<file path="src/verilog/rxd_params.svh">
// constants for the receive port misc and debug registers
`ifndef RXD_PARAMS_SVH
`define RXD_PARAMS_SVH
`define RXD_ADDR_FV_MIN        8'hBC
`define RXD_ADDR_PD_DIS        8'hBE
`define RXD_ADDR_DEBUG         8'hD0
`define RXD_RST_FV_MIN         8'h80
`define RXD_RST_PD_DIS         8'h00
`define RXD_RST_DEBUG          8'h00
`define RXD_BIT_ONCE           0
`define RXD_BIT_CONT           1
`define RXD_BIT_BIST           5
`define RXD_DEBUG_WR_MASK      8'h03
`define RXD_DEBUG_RD_MASK      8'h23
`endif

</file>
<file path="src/verilog/rxd_pkg.sv">
// types for the receive port misc and debug registers
package rxd_pkg;
    typedef struct packed {
        logic       wr_en;
        logic       rd_en;
        logic [7:0] addr;
        logic [7:0] wdata;
    } rxd_req_type;
    typedef enum logic [1:0] {
        RXD_IDLE   = 2'b00,
        RXD_COUNT  = 2'b01,
        RXD_ACTIVE = 2'b11
    } rxd_fv_state_type;
endpackage

</file>
<file path="src/verilog/rxd_pulldown.sv">
// pull-down control for one general-purpose pin
`timescale 1ns/1ps
module rxd_pulldown (
    input  wire logic core_clk,
    input  wire logic reset,
    input  wire logic pin_is_output,
    input  wire logic pin_pulldown_off,
    output logic      pulldown_en
);
    logic next_pulldown_en;

    always_comb begin
        next_pulldown_en = !pin_is_output && !pin_pulldown_off;
    end

    always_ff @(posedge core_clk or posedge reset) begin
        if (reset) begin
            pulldown_en <= 1'b0;
        end else begin
            pulldown_en <= next_pulldown_en;
        end
    end
endmodule

</file>
<file path="src/verilog/rxd_regs.sv">
// receive port misc and debug register bank
`timescale 1ns/1ps
`include "rxd_params.svh"
module rxd_regs #(
    parameter int PINS = 8
) (
    input  wire logic                 core_clk,
    input  wire logic                 reset,
    input  wire rxd_pkg::rxd_req_type req,
    output logic [7:0]                rdata,
    output logic                      rvalid,
    input  wire logic                 raw_mode,
    input  wire logic                 frame_active_signal,
    output logic                      frame_start,
    input  wire logic [PINS-1:0]      pin_is_output,
    output logic [PINS-1:0]           pin_pulldown_en,
    input  wire logic                 remote_selftest_in,
    input  wire logic                 return_frame_start,
    output logic                      return_frame_corrupt
);
    // ----------------------------------------
    // registers
    // ----------------------------------------
    logic [7:0] frame_valid_min_duration;
    logic [7:0] pin_pulldown_disable;
    logic       inject_return_errors_continuous;
    logic       inject_return_error_once;
    logic       bist_meta;
    logic       remote_selftest_active;
    logic [7:0] next_fv_min;
    logic [7:0] next_pd_dis;
    logic       next_cont;
    logic       next_once;
    logic [7:0] next_rdata;
    logic       next_rvalid;
    logic       next_corrupt;
    logic [7:0] debug_view;

    always_comb begin
        debug_view = 8'h00;
        debug_view[`RXD_BIT_BIST] = remote_selftest_active;
        debug_view[`RXD_BIT_CONT] = inject_return_errors_continuous;
        debug_view[`RXD_BIT_ONCE] = inject_return_error_once;
    end

    always_comb begin
        next_fv_min  = frame_valid_min_duration;
        next_pd_dis  = pin_pulldown_disable;
        next_cont    = inject_return_errors_continuous;
        next_once    = inject_return_error_once;
        next_rdata   = rdata;
        next_rvalid  = req.rd_en;
        next_corrupt = 1'b0;
        if (return_frame_start) begin
            next_corrupt = inject_return_errors_continuous || inject_return_error_once;
            next_once    = 1'b0;
        end
        if (req.wr_en) begin
            unique case (req.addr)
                `RXD_ADDR_FV_MIN: next_fv_min = req.wdata;
                `RXD_ADDR_PD_DIS: next_pd_dis = req.wdata;
                `RXD_ADDR_DEBUG: begin
                    next_cont = req.wdata[`RXD_BIT_CONT];
                    if (req.wdata[`RXD_BIT_ONCE]) begin
                        next_once = 1'b1;
                    end
                end
                default: ;
            endcase
        end
        if (req.rd_en) begin
            unique case (req.addr)
                `RXD_ADDR_FV_MIN: next_rdata = frame_valid_min_duration;
                `RXD_ADDR_PD_DIS: next_rdata = pin_pulldown_disable;
                `RXD_ADDR_DEBUG:  next_rdata = debug_view;
                default:          next_rdata = 8'h00;
            endcase
        end
    end

    always_ff @(posedge core_clk or posedge reset) begin
        if (reset) begin
            frame_valid_min_duration        <= `RXD_RST_FV_MIN;
            pin_pulldown_disable            <= `RXD_RST_PD_DIS;
            inject_return_errors_continuous <= 1'b0;
            inject_return_error_once        <= 1'b0;
            rdata                           <= 8'h00;
            rvalid                          <= 1'b0;
            return_frame_corrupt            <= 1'b0;
        end else begin
            frame_valid_min_duration        <= next_fv_min;
            pin_pulldown_disable            <= next_pd_dis;
            inject_return_errors_continuous <= next_cont;
            inject_return_error_once        <= next_once;
            rdata                           <= next_rdata;
            rvalid                          <= next_rvalid;
            return_frame_corrupt            <= next_corrupt;
        end
    end

    // ----------------------------------------
    // remote self-test status sync
    // ----------------------------------------
    always_ff @(posedge core_clk or posedge reset) begin
        if (reset) begin
            bist_meta              <= 1'b0;
            remote_selftest_active <= 1'b0;
        end else begin
            bist_meta              <= remote_selftest_in;
            remote_selftest_active <= bist_meta;
        end
    end

    // ----------------------------------------
    // frame-active minimum duration
    // ----------------------------------------
    rxd_pkg::rxd_fv_state_type fv_state;
    rxd_pkg::rxd_fv_state_type next_fv_state;
    logic [7:0] fv_count;
    logic [7:0] next_fv_count;
    logic       next_frame_start;

    always_comb begin
        next_fv_state    = fv_state;
        next_fv_count    = fv_count;
        next_frame_start = 1'b0;
        unique case (fv_state)
            rxd_pkg::RXD_IDLE: begin
                next_fv_count = 8'h00;
                if (frame_active_signal && raw_mode) begin
                    next_fv_state = rxd_pkg::RXD_COUNT;
                    next_fv_count = 8'h01;
                end
            end
            rxd_pkg::RXD_COUNT: begin
                if (!frame_active_signal) begin
                    next_fv_state = rxd_pkg::RXD_IDLE;
                end else if (fv_count >= frame_valid_min_duration) begin
                    next_fv_state    = rxd_pkg::RXD_ACTIVE;
                    next_frame_start = 1'b1;
                end else begin
                    next_fv_count = fv_count + 8'h01;
                end
            end
            rxd_pkg::RXD_ACTIVE: begin
                if (!frame_active_signal) begin
                    next_fv_state = rxd_pkg::RXD_IDLE;
                end
            end
            default: next_fv_state = rxd_pkg::RXD_IDLE;
        endcase
    end

    always_ff @(posedge core_clk or posedge reset) begin
        if (reset) begin
            fv_state    <= rxd_pkg::RXD_IDLE;
            fv_count    <= 8'h00;
            frame_start <= 1'b0;
        end else begin
            fv_state    <= next_fv_state;
            fv_count    <= next_fv_count;
            frame_start <= next_frame_start;
        end
    end

    // ----------------------------------------
    // pin pull-downs
    // ----------------------------------------
    for (genvar i = 0; i < PINS; i++) begin : g_pd
        rxd_pulldown u_pd (
            .core_clk         (core_clk),
            .reset            (reset),
            .pin_is_output    (pin_is_output[i]),
            .pin_pulldown_off (pin_pulldown_disable[i]),
            .pulldown_en      (pin_pulldown_en[i])
        );
    end
endmodule

</file>
<file path="config.mk">
export PLATFORM = sky130hd
export DESIGN_NAME = rxd_regs
export DESIGN_NICKNAME = d
export VERILOG_FILES = /design/src/verilog/rxd_pkg.sv /design/src/verilog/rxd_pulldown.sv /design/src/verilog/rxd_regs.sv
export VERILOG_INCLUDE_DIRS = /design/src /design/src/verilog
export SDC_FILE = /design/constraint.sdc
export NUM_CORES = 1
export LEC_CHECK = 0
export BUFFER_PORTS_ARGS = -buffer_cell sky130_fd_sc_hd__buf_2
export CAP_MARGIN = 10
export CELL_PAD_IN_SITES_DETAIL_PLACEMENT = 2
export CELL_PAD_IN_SITES_GLOBAL_PLACEMENT = 2
export CORE_ASPECT_RATIO = 2
export CORE_MARGIN = 2
export CORE_UTILIZATION = 33
export CTS_CLUSTER_SIZE = 40
export DETAILED_ROUTE_END_ITERATION = 16
export HOLD_SLACK_MARGIN = 0.05
export PLACE_DENSITY = 0.9
export SYNTH_ARGS = -nofsm -noshare
export SYNTH_HDL_FRONTEND = slang
export SYNTH_HIERARCHICAL = 1
export SYNTH_SLANG_ARGS = --single-unit
export TNS_END_PERCENT = 100
</file>
<file path="constraint.sdc">
create_clock -name core_clk -period 2.78 [get_ports core_clk]
set_input_delay 0.556 -clock core_clk [delete_from_list [all_inputs] [get_ports core_clk]]
set_output_delay 0.556 -clock core_clk [all_outputs]
set_load 0.02 [all_outputs]
</file>
======== Yosys cells after proc, flatten, opt, wreduce, memory -nomap -nowiden ========
Index checks and enable logic that the tools add are counted.
word-level totals
  flip-flop bits (word level) ............. 49
  bits of input ports ..................... 32
  output and inout bits ................... 19
  word-level logic and storage cells ...... 83
operators by class
  add/sub/neg operators ................... 1
  order comparisons ....................... 1
  equality and inequality tests ........... 10
  multiplexer cells ....................... 18
  reductions and logical operators ........ 33
operators by type and width
  kind                                           number
  == test 8 bit, second input constant           3
  one-hot mux 8 bit (3 select lines)             1
  logical NOT 1 bit                              16
  2-to-1 mux 8 bit                               2
  one-hot mux 8 bit (2 select lines)             1
  logical AND 1 bit                              9
  2-to-1 mux 1 bit                               9
  adder 8 x 1 -> 8 bit, second input constant    1
  >= comparator 8 bit                            1
  2-to-1 mux 2 bit                               4
  != test 2 bit, second input constant           4
  one-hot mux 2 bit (3 select lines)             1
  AND reduction 2 bit                            3
  AND reduction 3 bit                            2
  != test 3 bit, second input constant           1
  == test 2 x 1 -> 1 bit, second input constant  1
  == test 2 bit, second input constant           1
  logical NOT 2 bit                              1
  nonzero test 2 bit                             1
  logical OR 1 bit                               1

======== Logic depth before layout (Yosys ltp) ========
Gate-level depths: netlist of the first run.
  word-level depth ........................ 4
  depth in mapped cells ................... 8
  mapped depth without buffers ............ 7

======== Modules after synthesis ========
The synthesis of the first run kept the hierarchy.
by module, submodules not included
  module        times used  cells an instance  area an instance (µm²)  seq. area each (µm²)
  rxd_regs      1           194                1993.2                  1027.2
  rxd_pulldown  8           3                  32.5                    25.0

======== Worst setup path before layout of the first run ========
Ideal clock, no wire load.
  path type ............................... register to register
  start ................................... register fv_count[0]
  end ..................................... register fv_count[2]
  library setup time ...................... 69 ps
  arrival ................................. 2041 ps
  required time ........................... 2711 ps
  slack ................................... 670 ps
  stages on the path, launching flop included .. 8
  buffers on the path ..................... 0
  clock period less this slack ............ 2110 ps
  cell sequence ........................... dfrtp_1 inv_1 ha_1 nand2b_1 a2111o_1 a31o_1 or4_1 nand3_1
on the way
  word-level cells in the longest chain between the ends .. 4
  elaborated cells between the ends (all ways) .. 7
  classes of those cells .................. 1 x add/sub; 1 x order compare; 1 x eq/ne; 3 x mux; 1 x reduce/logical
RTL lines
  what                                line             source
  from (decl)                         rxd_regs.sv:119  logic [7:0] fv_count;
  from (signal assigned)              rxd_regs.sv:161  fv_count <= next_fv_count;
  adder 8 x 1 -> 8 bit                rxd_regs.sv:142  next_fv_count = fv_count + 8'h01;
  2-to-1 mux 8 bit                    rxd_regs.sv:138  end else if (fv_count >= frame_valid_min_duration) begin
  2-to-1 mux 8 bit                    rxd_regs.sv:136  if (!frame_active_signal) begin
  one-hot mux 8 bit (2 select lines)  rxd_regs.sv:127  unique case (fv_state)
Several ways; a longest one is shown, not always the timed one. The select of a mux whose other input is x is not followed.
A chain may end at the register's enable or synchronous reset.

======== Final worst setup path of the first run ========
  start ................................... register fv_count[0]
  end ..................................... register fv_count[6]
Same word-level chain as after synthesis.

==> results of run 1 <==
==> Yosys cell counts <==
library cell	n	area [um2]
sky130_fd_sc_hd__dfrtp_1	48	1200
sky130_fd_sc_hd__inv_1	26	97.6
sky130_fd_sc_hd__nand2_1	21	78.8
sky130_fd_sc_hd__nor2_1	16	60.1
sky130_fd_sc_hd__o21ai_0	15	75.1
sky130_fd_sc_hd__mux2_2	10	113
sky130_fd_sc_hd__ha_1	9	113
sky130_fd_sc_hd__clkbuf_1	8	30.0
sky130_fd_sc_hd__mux2i_1	8	80.1
sky130_fd_sc_hd__a21oi_1	7	35.0
sky130_fd_sc_hd__nand2b_1	6	37.5
sky130_fd_sc_hd__nand3_1	6	30.0
sky130_fd_sc_hd__o22ai_1	6	37.5
sky130_fd_sc_hd__o211ai_1	4	30.0
sky130_fd_sc_hd__or4_1	4	30.0
sky130_fd_sc_hd__nand4_1	2	12.5
sky130_fd_sc_hd__nor2b_1	2	12.5
sky130_fd_sc_hd__or3_1	2	12.5
sky130_fd_sc_hd__a2111o_1	1	11.3
sky130_fd_sc_hd__a21boi_0	1	7.51
sky130_fd_sc_hd__a311oi_1	1	8.76
sky130_fd_sc_hd__a31o_1	1	8.76
sky130_fd_sc_hd__and3_1	1	6.26
sky130_fd_sc_hd__and3b_1	1	8.76
sky130_fd_sc_hd__and4_1	1	8.76
sky130_fd_sc_hd__and4b_1	1	10.0
sky130_fd_sc_hd__dfstp_2	1	26.3
sky130_fd_sc_hd__nand3b_1	1	7.51
sky130_fd_sc_hd__nand4b_1	1	8.76
sky130_fd_sc_hd__nor3_1	1	5.00
sky130_fd_sc_hd__o211a_1	1	10.0
sky130_fd_sc_hd__o21a_1	1	7.51
sky130_fd_sc_hd__o221ai_1	1	8.76
sky130_fd_sc_hd__o31a_1	1	8.76
sky130_fd_sc_hd__o32ai_1	1	8.76
sky130_fd_sc_hd__or2_2	1	6.26
==> worst max-delay path, stage by stage (launching register included) <==
cell and delay (ps):
sky130_fd_sc_hd__dfrtp_1 390, sky130_fd_sc_hd__inv_1 80, sky130_fd_sc_hd__ha_1 260, sky130_fd_sc_hd__nand2b_1 140, sky130_fd_sc_hd__a2111o_1 420, sky130_fd_sc_hd__a31o_1 390
sky130_fd_sc_hd__or4_1 560, sky130_fd_sc_hd__nand3_1 110
==> power by group through the flow <==
stage               Clock [uW]  Combinational (uW)  Sequential [uW]
floorplan                    0                69.1              776
global placement             0                 125              771
detailed placement           0                 136              774
CTS                        621                 136              761
global route               647                 150              764
finish                     612                 132              760
==> kinds of logic after synthesis <==
kind of cell	count (synthesis)	synth area share, %
flip-flops	49	54.5
multiplexers	18	8.55
buffers and inverters	34	5.66
AND/OR/NAND/NOR	67	14.9
adder cells (fa/ha/maj)	9	5.00
AO/OA/AOI/OAI	41	11.4
==> final cells by class <==
class                   instances  area (um2)  area share (%)
clock inverters                 3        22.5           0.818
flip-flops and latches         49        1230            44.6
well taps                      88         110            4.00
repair buffers                 53         273            9.90
clock buffers                   5         125            4.54
inverters                      26        97.6            3.54
multi-input cells             135         898            32.6
==> layout by cell type (no fill, tap or decap) <==
master / instances
sky130_fd_sc_hd__dfrtp_1: 48
sky130_fd_sc_hd__o32ai_1: 1
sky130_fd_sc_hd__nor2_1: 16
sky130_fd_sc_hd__a31o_1: 1
sky130_fd_sc_hd__a21boi_0: 1
sky130_fd_sc_hd__o221ai_1: 1
sky130_fd_sc_hd__nand2_1: 21
sky130_fd_sc_hd__nor3_1: 1
sky130_fd_sc_hd__nand4b_1: 1
sky130_fd_sc_hd__and3b_1: 1
sky130_fd_sc_hd__o31a_1: 1
sky130_fd_sc_hd__nand2b_1: 6
sky130_fd_sc_hd__and4_1: 1
sky130_fd_sc_hd__dfstp_2: 1
sky130_fd_sc_hd__o21ai_0: 15
sky130_fd_sc_hd__o211ai_1: 4
sky130_fd_sc_hd__nor2b_1: 2
sky130_fd_sc_hd__nand3_1: 6
sky130_fd_sc_hd__buf_4: 3
sky130_fd_sc_hd__and4b_1: 1
sky130_fd_sc_hd__buf_2: 50
sky130_fd_sc_hd__mux2i_1: 8
sky130_fd_sc_hd__a21oi_1: 7
sky130_fd_sc_hd__or3_1: 2
sky130_fd_sc_hd__ha_1: 9
sky130_fd_sc_hd__or4_1: 4
sky130_fd_sc_hd__clkbuf_16: 5
sky130_fd_sc_hd__o21a_1: 1
sky130_fd_sc_hd__inv_1: 26
sky130_fd_sc_hd__a311oi_1: 1
sky130_fd_sc_hd__nand3b_1: 1
sky130_fd_sc_hd__clkinvlp_4: 3
sky130_fd_sc_hd__o211a_1: 1
sky130_fd_sc_hd__a2111o_1: 1
sky130_fd_sc_hd__nand4_1: 2
sky130_fd_sc_hd__mux2_2: 10
sky130_fd_sc_hd__or2_2: 1
sky130_fd_sc_hd__and3_1: 1
sky130_fd_sc_hd__o22ai_1: 6
==> path summary, 6_finish.rpt <==
path	from	slack (ps)	cells past startpoint	to
worst max register to register	fv_count[0]	360	7	fv_count[6]
min in group core_clk	bist_meta	350	0	remote_selftest_active
worst max-delay path	fv_count[0]	360	7	fv_count[6]
worst min-delay path	reset	170	2	g_pd[0].u_pd/pulldown_en
worst min register to register	bist_meta	350	0	remote_selftest_active
max in group asynchronous	reset	1930	3	frame_valid_min_duration[7]
==> through the flow <==
stage	setup slack (ps)	cell area (um2)	utilization, %	std cells	hold slack (ps)
3_5_place_dp	375	2610	39.4	351	338
6_report	357	2750	41.6	359	166
4_1_cts	349	2750	41.6	359	174
2_1_floorplan	670	2250	-	218	285
5_1_grt	193	2750	41.6	359	172
3_3_place_gp	464	2610	39.4	351	340
==> state kept, by name, summed over array words and instances, names as in the netlist, 2 cells and up <==
name / flops
fv_count: 8
frame_valid_min_duration: 8
rdata: 8
pin_pulldown_disable: 8
fv_state: 2
g_pd.u_pd/pulldown_en: 8
==> layer usage <==
metal | global-route usage (%) | routed length (um)
met1 | 18.0 | 2060
met2 | 36.2 | 3760
met3 | 3.25 | 170
met4 | 7.36 | 171
met5 | 0 | 0
==> flow_results.org, run 1 <==
** Final layout
- The number of antenna diodes in the final layout is 0.
- In the final layout, the share of cells above drive strength 1 is 26.9%.
- Count of filler cells inserted in the layout :: 738
- At the end of the flow, the number of nets in the layout was 311.
- From synthesis to final layout, the design area changed by 22.2%.

** Route
- Routed length per instance :: 17.2 um
- In the routed design, unresolved DRC markers number 0.
- The first TritonRoute pass finished after 4 iterations.
- Remaining number of nets flagged by the antenna check after routing :: 0
- After the first detailed-routing iteration, the DRC count stood at 47.
- After detailed routing, the total wire length is 6.16 mm.
- Dividing the detail-routed via count by the number of cells gives 5.09.
- The detailed router placed 1828 vias in this run.

** Synth
- Synthesized area per cell :: 10.3 um2
- Summing every instance area after synthesis gives 0.00225 mm2.
- Synthesis instantiated 36 different standard cells from the library.
- Fraction of the yosys area taken by sequential cells :: 54.5%
- The Yosys step of the flow raised 6 warnings.
- After technology mapping, the gate count stands at 218.
- In this run, synthesis produced a sequential element count of 49.
- Syn nets :: 259

** Die
- For this configuration, the core starts out at a cell density of 34.0%.
- The die is 121 um tall.
- Floorplan die width :: 62.4 um
- Area of the die :: 0.00755 mm2
- Placeable core area :: 0.00662 mm2
- The floorplan has 42 rows.
- 51 I/O pins were placed.

** Timing
- Dividing the final minimum period by the clock period gives 87.2%.
- Final Hold Vio Count :: 0
- Worst clock skew :: 3.83 ps
- The routed design could run at a clock period as short as 2420 ps.
- Setup_tns :: 0 ps
- Achievable clock frequency :: 413 MHz
- At the pin with the least slew margin, the transition time is 531 ps.
- The number of pins with negative max-slew slack in the final report is 0.
- Setup-violating endpoint count in the final report :: 0
- Worst slew margin relative to its limit :: 64.6%
- Setup repair after global routing left no endpoint under its margin.

** Worst setup path
- The worst setup path is captured at a register.
- At the worst endpoint, the arrival time is 2650 ps.
- Crit path max fanout :: 16
- Nature of the critical path startpoint :: register
- Required time at the endpoint of the critical path :: 3010 ps
- The critical path in this run is classified as register to register.

** Power
- Per report_power, the clock group accounts for 40.7% of the total.
- Total power draw :: 1500 uW
- Internal :: 1130 uW
- Maximum vdd ir drop :: 0.241 mV
- In this run switching power makes up 25.0% of total power.
- For this design the static power due to leakage is 0.00143 uW.
- For this design the total switching power over the nets is 376 uW.
- Sequential cells burn 50.6% of the power.
- Of the total power, combinational logic draws 8.7%.
- Ratio of total power to cell area :: 546 mW/mm2

** CTS
- CTS Sinks :: 49
- In this run the clock root is driven by a sky130_fd_sc_hd__clkbuf_16.
- Skew-Pair Late Insertion Delay :: 290 ps
- In this run, post-CTS repair resized a total of 0 instances.
- CTS Hold Buffers Added :: 0
- Max Root-Sink Buffers :: 2
- TritonCTS clock tree :: built
- Number of CTS-inserted buffers :: 5
- The number of setup buffers added after CTS is 0.
- CTS built an H-tree with a depth of 2.
- Clock input transition at the sequential cells of the worst setup and hold paths :: 70 ps

** Placed design
- Routability-driven placement finished with a final weighted congestion of 0.785.
- Port Buffers :: 50
- Once detailed placement completed, the half-perimeter wirelength came to 4.90 mm.

** GRT
- The first global-routing pass estimated 10.7 mm of wire.
- Vias in the first global route :: 2150
- The initial antenna violation count was 0.
- Gr usage total :: 18.2%
- Entering global routing, the biggest net connects 42 pins.
- Summed over all layers, the global routing overflow is 0.

** Status
- Result of the run :: completed

** Hold path
- Worst min-delay path category :: input pin to async pin

** Run
- Max-cap check violation count :: 0
Power figures use the tool's default switching activity.
==> run 2, diff against run 1 <==
PLACE_DENSITY = 0.81   (was 0.9)
==> run 2 against run 1 <==
Hold slack improved by 3.5 ps. Via count decreased by 0.82%. Cell area increased by 0.64%. Core utilization increased by 0.26 points. First-iteration DRC count decreased by 13%. Critical path depth unchanged. Clock skew decreased by 0.68 ps. Sequential power about the same. Critical endpoint unchanged. Setup slack got worse by 20 ps.
==> flow_results.org, run 2 (synthesized netlist as in run 1, its figures left out) <==
** Status
- Result of the run :: completed (unchanged)

** Die
- Placeable core area :: 0.00662 mm2 (unchanged)
- The die extent in x came to 62.4 um (unchanged).
- Area of the die :: 0.00755 mm2 (unchanged)
- Count of pins on the block boundary :: 51 (unchanged)
- The starting density of the core is 34.0% (unchanged).
- The die height was 121 um (unchanged).
- The number of cell rows was 42 (unchanged).

** Final layout
- Post-layout nets :: 310 (was 311)
- The end-of-flow core utilization came to 41.9% (was 41.6%).
- Share of final-layout standard cells stronger than drive strength 1 :: 26.3% (was 26.9%)
- Commonest non-fill, non-tap cell in the layout :: sky130_fd_sc_hd__buf_2 (unchanged)
- The area growth from synthesis to layout came to 23.0% (was 22.2%).
- The antenna diode count is 0 (unchanged).
- Most frequent cells in the layout :: sky130_fd_sc_hd__buf_2, sky130_fd_sc_hd__dfrtp_1, sky130_fd_sc_hd__inv_1 (unchanged)

** Route
- Vias :: 1813 (was 1828)
- Via density per instance :: 5.06 (was 5.09)
- The post-route DRC violation count came to 0 (unchanged).
- Routed length per instance :: 17.0 um (was 17.2 um)
- The final routed wirelength across all metal layers was 6.08 mm (was 6.16 mm).
- Remaining number of nets flagged by the antenna check after routing :: 0 (unchanged)
- The violation count after the first detailed-route iteration came to 41 (was 47).
- Count of TritonRoute iterations in the first routing pass :: 4 (unchanged)

** Worst setup path
- The launching instance or port of the critical path is fv_count[0] (unchanged).
- Required time at the endpoint of the critical path :: 3000 ps (was 3010 ps)
- Slowest cell on the critical path :: sky130_fd_sc_hd__or4_1 (unchanged)
- Arrival time of data at the critical path endpoint :: 2670 ps (was 2650 ps)
- Nature of the critical path startpoint :: register (unchanged)
- The kind of end point of the critical path is a register (unchanged).
- Worst stage delay on the critical path :: 560 ps (about the same)
- The startpoint of the worst register-to-register path was fv_count[0] (unchanged).
- Classification of the worst setup path :: register to register (unchanged)
- Series of cell instances along the critical path :: inv_1 > ha_1 > nand2b_1 > a2111o_1 > a31o_1 > or4_1 > nand3_1 (unchanged)
- The maximum fanout along the worst path was 16 (unchanged).

** CTS
- Clock input transition at the sequential cells of the worst setup and hold paths :: 60 ps (was 70 ps)
- TritonCTS clock tree :: built (unchanged)
- Max Root-Sink Buffers :: 2 (unchanged)
- The number of buffers created by CTS is 5 (unchanged).
- Number of resized instances in the post-cts repair step :: 0 (unchanged)
- The number of clock sinks came to 49 (unchanged).
- Setup Buffers After CTS :: 0 (unchanged)
- The clock root buffer was sky130_fd_sc_hd__clkbuf_16 (unchanged).
- Number of H-tree levels :: 2 (unchanged)
- Skew-Pair Late Insertion Delay :: 290 ps (about the same)
- The hold buffer count at CTS was 0 (unchanged).

** Run
- Max-cap check violation count :: 0 (unchanged)

** Power
- Switching portion of total power :: 22.3% (was 25.0%)
- Total power draw :: 1600 uW (was 1500 uW)
- Share of power burned in combinational logic :: 8.1% (was 8.7%)
- Clock share of power :: 44.3% (was 40.7%)
- The power density relative to cell area is 577 mW/mm2 (was 546 mW/mm2).
- The cell-internal power came to 1240 uW (was 1130 uW).
- Switching power summed over all nets :: 356 uW (was 376 uW)
- Maximum vdd ir drop :: 0.229 mV (was 0.241 mV)
- The total leakage power is 0.00145 uW (was 0.00143 uW).
- The sequential share of power came to 47.6% (was 50.6%).

** Hold path
- The path type of the worst min-delay path was input pin to async pin (unchanged).

** Timing
- Final Hold Vio Count :: 0 (unchanged)
- The total negative slack is 0 ps (unchanged).
- Pins Over Slew Limit :: 0 (unchanged)
- The worst clock skew is 3.14 ps (was 3.83 ps).
- Worst slew margin relative to its limit :: 64.2% (was 64.6%)
- Achievable clock frequency :: 409 MHz (was 413 MHz)
- The final-report setup violation count was 0 (unchanged).
- The post-route fraction of the period consumed by the critical path came to 87.9% (was 87.2%).
- The transition at the pin with the smallest max-transition slack came to 537 ps (was 531 ps).
- Final min period :: 2440 ps (was 2420 ps)
- RSZ-0062 raised after global routing :: false (unchanged)

** GRT
- The global-route total usage across every layer came to 17.5% (was 18.2%).
- The number of global-route vias before repair is 2109 (was 2150).
- First-pass GRT wire length :: 10.3 mm (was 10.7 mm)
- The maximum number of pins on one net before global-route repair was 42 (unchanged).
- The overflow left after global routing came to 0 (unchanged).
- The initial antenna violation count came to 0 (unchanged).

** Placed design
- The half-perimeter wire length after placement came to 4.72 mm (was 4.90 mm).
- Port Buffers :: 50 (unchanged)
- Final RePlAce weighted congestion :: 0.795 (was 0.785)
## run 2: area by class of cell
| cell class | count | area [um2] |
|---|---|---|
| clock buffers | 7 | 143 |
| clock inverters | 1 | 30.0 |
| fillers | 744 | 3850 |
| inverters | 26 | 97.6 |
| multi-input cells | 135 | 898 |
| flip-flops and latches | 49 | 1230 |
| well taps | 88 | 110 |
| repair buffers | 52 | 265 |
## run 2: metal layers
layer | GRT usage, % | share of wire [%] | vias up
li1 | - | - | 847
met1 | 16.7 | 34 | 922
met2 | 35.4 | 61 | 35
met3 | 2.97 | 3.1 | 9
met4 | 7.64 | 2.1 | 0
met5 | 0 | 0 | -
## run 2: power by group through the flow
| stage | clock [uW] | sequential, uW | combinational, uW |
|---|---|---|---|
| 2_1_floorplan | 0 | 776 | 69.1 |
| 3_3_place_gp | 0 | 771 | 126 |
| 3_5_place_dp | 0 | 775 | 134 |
| 4_1_cts | 728 | 761 | 135 |
| 5_1_grt | 750 | 765 | 148 |
| 6_report | 709 | 761 | 130 |
## run 2: final timing paths
kind                                             to  slack, ps  cells after the start
max in group asynchronous                  rdata[0]       1930                      3
hold / removal             g_pd[0].u_pd/pulldown_en        170                      2
setup reg to reg                        fv_count[6]        340                      7
hold reg to reg              remote_selftest_active        360                      0
setup / recovery                        fv_count[6]        340                      7
min in group core_clk        remote_selftest_active        360                      0
## run 2: through the flow
| stage | cell area (um2) | std cells | worst slack (ps) | hold WS, ps |
|---|---|---|---|---|
| floorplan | 2250 | 218 | 670 | 285 |
| global placement | 2600 | 350 | 440 | 337 |
| detailed placement | 2600 | 350 | 343 | 347 |
| CTS | 2770 | 358 | 325 | 176 |
| global route | 2770 | 358 | 208 | 179 |
| finish | 2770 | 358 | 337 | 170 |
## run 2: worst max-delay path: cells and delay by family (launching register included)
family	cells	cell delay (ps)
adder cells (fa/ha/maj)	1	260
AO/OA/AOI/OAI	2	850
buffers and inverters	1	80
flip-flops	1	400
AND/OR/NAND/NOR	3	800
==> run 3, diff against run 2 <==
PLACE_DENSITY = default   (was 0.81)
PLACE_DENSITY_LB_ADDON = 0.1   (was default)
==> run 3 against run 2 <==
Maximum frequency is 1.1% higher. Sequential power is essentially flat. Core utilization down 0.45 points. Final cell count stayed put. Largest cell class unchanged.
==> flow_results.org, run 3 (synthesized netlist as in run 1, its figures left out) <==
** Status
- Result of the run: completed (unchanged).

** Timing
- The total negative slack was 0 ps (unchanged).
- Final min period :: 2420 ps (was 2440 ps)
- The number of pins with negative max-slew slack in the final report was 0 (unchanged).
- Setup-violating endpoint count in the final report :: 0 (unchanged)
- Worst clock skew :: 5.11 ps (was 3.14 ps)
- Worst slew margin relative to its limit :: 63.0% (was 64.2%)
- Post-route clock period utilization :: 86.9% (was 87.9%)
- The maximum clock frequency is 414 MHz (was 409 MHz).
- Final Hold Vio Count :: 0 (unchanged)
- The transition at the pin with the smallest max-transition slack is 555 ps (was 537 ps).
- RSZ-0062 raised after global routing :: false (unchanged)

** Die
- The placeable core region came to 0.00662 mm2 (unchanged).
- Area of the die :: 0.00755 mm2 (unchanged)
- The die height came to 121 um (unchanged).
- The die extent in x is 62.4 um (unchanged).
- Initial core utilization :: 34.0% (unchanged)
- Cell Rows :: 42 (unchanged)
- Count of pins on the block boundary :: 51 (unchanged)

** GRT
- The overflow left after global routing was 0 (unchanged).
- The global-route wire length before repair was 9.90 mm (was 10.3 mm).
- Vias in the first global route :: 2053 (was 2109)
- The global-route total usage across every layer is 16.9% (was 17.5%).
- Maximum number of pins on one net before global-route repair :: 42 (unchanged)
- Number of antenna violations at the first check in global routing :: 0 (unchanged)

** Power
- The total leakage power is 0.00143 uW (was 0.00145 uW).
- The power density relative to cell area was 543 mW/mm2 (was 577 mW/mm2).
- Maximum vdd ir drop :: 0.262 mV (was 0.229 mV)

** Run
- The count of maximum capacitance violations was 0 (unchanged).

** Worst setup path
- Classification of the worst setup path :: register to register (unchanged)
- The kind of end point of the critical path is a register (unchanged).
- Nature of the critical path startpoint :: register (unchanged)
- Required time at the endpoint of the critical path :: 3010 ps (was 3000 ps)
- Slowest cell on the critical path :: sky130_fd_sc_hd__or4_1 (unchanged)
- Crit path max fanout :: 16 (unchanged)
- Combined buffer and inverter count along the critical path :: 1 (unchanged)
- The cell type group with the largest total delay on the critical path is compound AO/OA/AOI/OAI gates (unchanged).
- Series of cell instances along the critical path: inv_1 > ha_1 > nand2b_1 > a2111o_1 > a31o_1 > or4_1 > nand3_1 (unchanged).
- Arrival time of data at the critical path endpoint :: 2640 ps (was 2670 ps)
- The largest incremental delay on the critical path is 560 ps (about the same).

** CTS
- The buffer levels on the longest clock path came to 2 (unchanged).
- The CTS clock-pin slew for the worst setup and hold paths is 70 ps (was 60 ps).
- The CTS tree was built (unchanged).
- The number of clock sinks came to 49 (unchanged).
- The clock root buffer is sky130_fd_sc_hd__clkbuf_16 (unchanged).
- The post-CTS setup-driven buffer insertion count was 0 (unchanged).
- The number of buffers created by CTS was 5 (unchanged).
- The number of gates given a new drive strength after cts was 0 (unchanged).
- The hold buffer count at CTS came to 0 (unchanged).
- Skew-Pair Late Insertion Delay :: 290 ps (about the same)
- Number of H-tree levels :: 2 (unchanged)

** Final layout
- The final net count came to 310 (unchanged).
- The commonest non-fill, non-tap cell in the layout is sky130_fd_sc_hd__buf_2 (unchanged).
- Share of final-layout standard cells stronger than drive strength 1 :: 26.7% (was 26.3%)
- The cell area after layout came to 0.00274 mm2 (was 0.00277 mm2).
- Most frequent cells in the layout: sky130_fd_sc_hd__buf_2, sky130_fd_sc_hd__dfrtp_1, sky130_fd_sc_hd__inv_1 (unchanged).
- The area occupied by multi-input gates was 898 um2 (unchanged).
- Area growth from synthesis to final layout :: 21.7% (was 23.0%)
- Diode insertion count for antenna repair :: 0 (unchanged)
- Count of filler cells inserted in the layout :: 765 (was 744)
- The sequential cell area in the final layout was 0.00123 mm2 (unchanged).
- Post-layout instance count excluding filler cells :: 358 (unchanged)

** Route
- The wire length per cell after detailed routing is 16.3 um (was 17.0 um).
- The length of the first detailed-routing pass in iterations was 4 (unchanged).
- Remaining number of nets flagged by the antenna check after routing :: 0 (unchanged)
- The final routed wirelength across all metal layers was 5.84 mm (was 6.08 mm).
- The via density per instance is 4.96 (was 5.06).
- The violation count after the first detailed-route iteration was 61 (was 41).
- The post-route DRC violation count is 0 (unchanged).
- Vias :: 1776 (was 1813)

** Placed design
- Port Buffers :: 50 (unchanged)
- Number of cells after detailed placement :: 350 (unchanged)
- The half-perimeter wire length after placement is 4.56 mm (was 4.72 mm).
- Final RePlAce weighted congestion :: 0.770 (was 0.795)
- The total cell area at the placement stage was 0.00260 mm2 (unchanged).

** Hold path
- Worst min-delay path category :: input pin to async pin (unchanged)
[run 3: changes by cell type in the layout (fill, tap and decap cells not counted)]
| cell | before | now |
|---|---|---|
| sky130_fd_sc_hd__clkinv_2 | 0 | 2 |
| sky130_fd_sc_hd__clkbuf_8 | 1 | 0 |
| sky130_fd_sc_hd__bufinv_16 | 1 | 0 |
| sky130_fd_sc_hd__clkbuf_1 | 1 | 0 |
| sky130_fd_sc_hd__clkinvlp_4 | 0 | 1 |
[run 3: area by class of cell]
cell class / instances / area share [%]
Clock buffer: 5 / 4.56
Clock inverter: 3 / 0.639
Inverter: 26 / 3.56
Multi-Input combinational cell: 135 / 32.8
Sequential cell: 49 / 44.8
Tap cell: 88 / 4.02
Timing Repair Buffer: 52 / 9.68
[run 3: report_power, final]
part,internal (uW),switching (uW)
logic,52.8,76.0
registers,741,18.3
clock network,330,271
total,1120,365
[run 3: stage by stage]
stage | hold slack, ps | total power, uW | setup WS [ps] | util [%]
final | 164 | 1490 | 364 | 41.4
after global placement | 335 | 899 | 431 | 39.2
after detailed placement | 336 | 906 | 378 | 39.2
after floorplan | 285 | 845 | 670 | -
after global routing | 164 | 1560 | 217 | 41.4
after CTS | 164 | 1510 | 330 | 41.4
[run 3: path summary, 6_finish.rpt]
| path | start | endpoint | slack, ps | cells after the start |
|---|---|---|---|---|
| min in group core_clk | bist_meta | remote_selftest_active | 350 | 0 |
| max in group asynchronous | reset | rdata[0] | 1890 | 3 |
| hold reg to reg | bist_meta | remote_selftest_active | 350 | 0 |
| setup / recovery | fv_count[0] | fv_count[2] | 360 | 7 |
| setup reg to reg | fv_count[0] | fv_count[2] | 360 | 7 |
| hold / removal | reset | g_pd[7].u_pd/pulldown_en | 160 | 2 |
[run 3: layer usage]
metal,part of all wire (%),vias up,track usage [%],wire length [um]
li1,-,848,-,-
met1,35,883,15.8,2070
met2,59,36,34.4,3440
met3,3.2,9,3.25,184
met4,2.3,0,6.94,137
met5,0,-,0,0
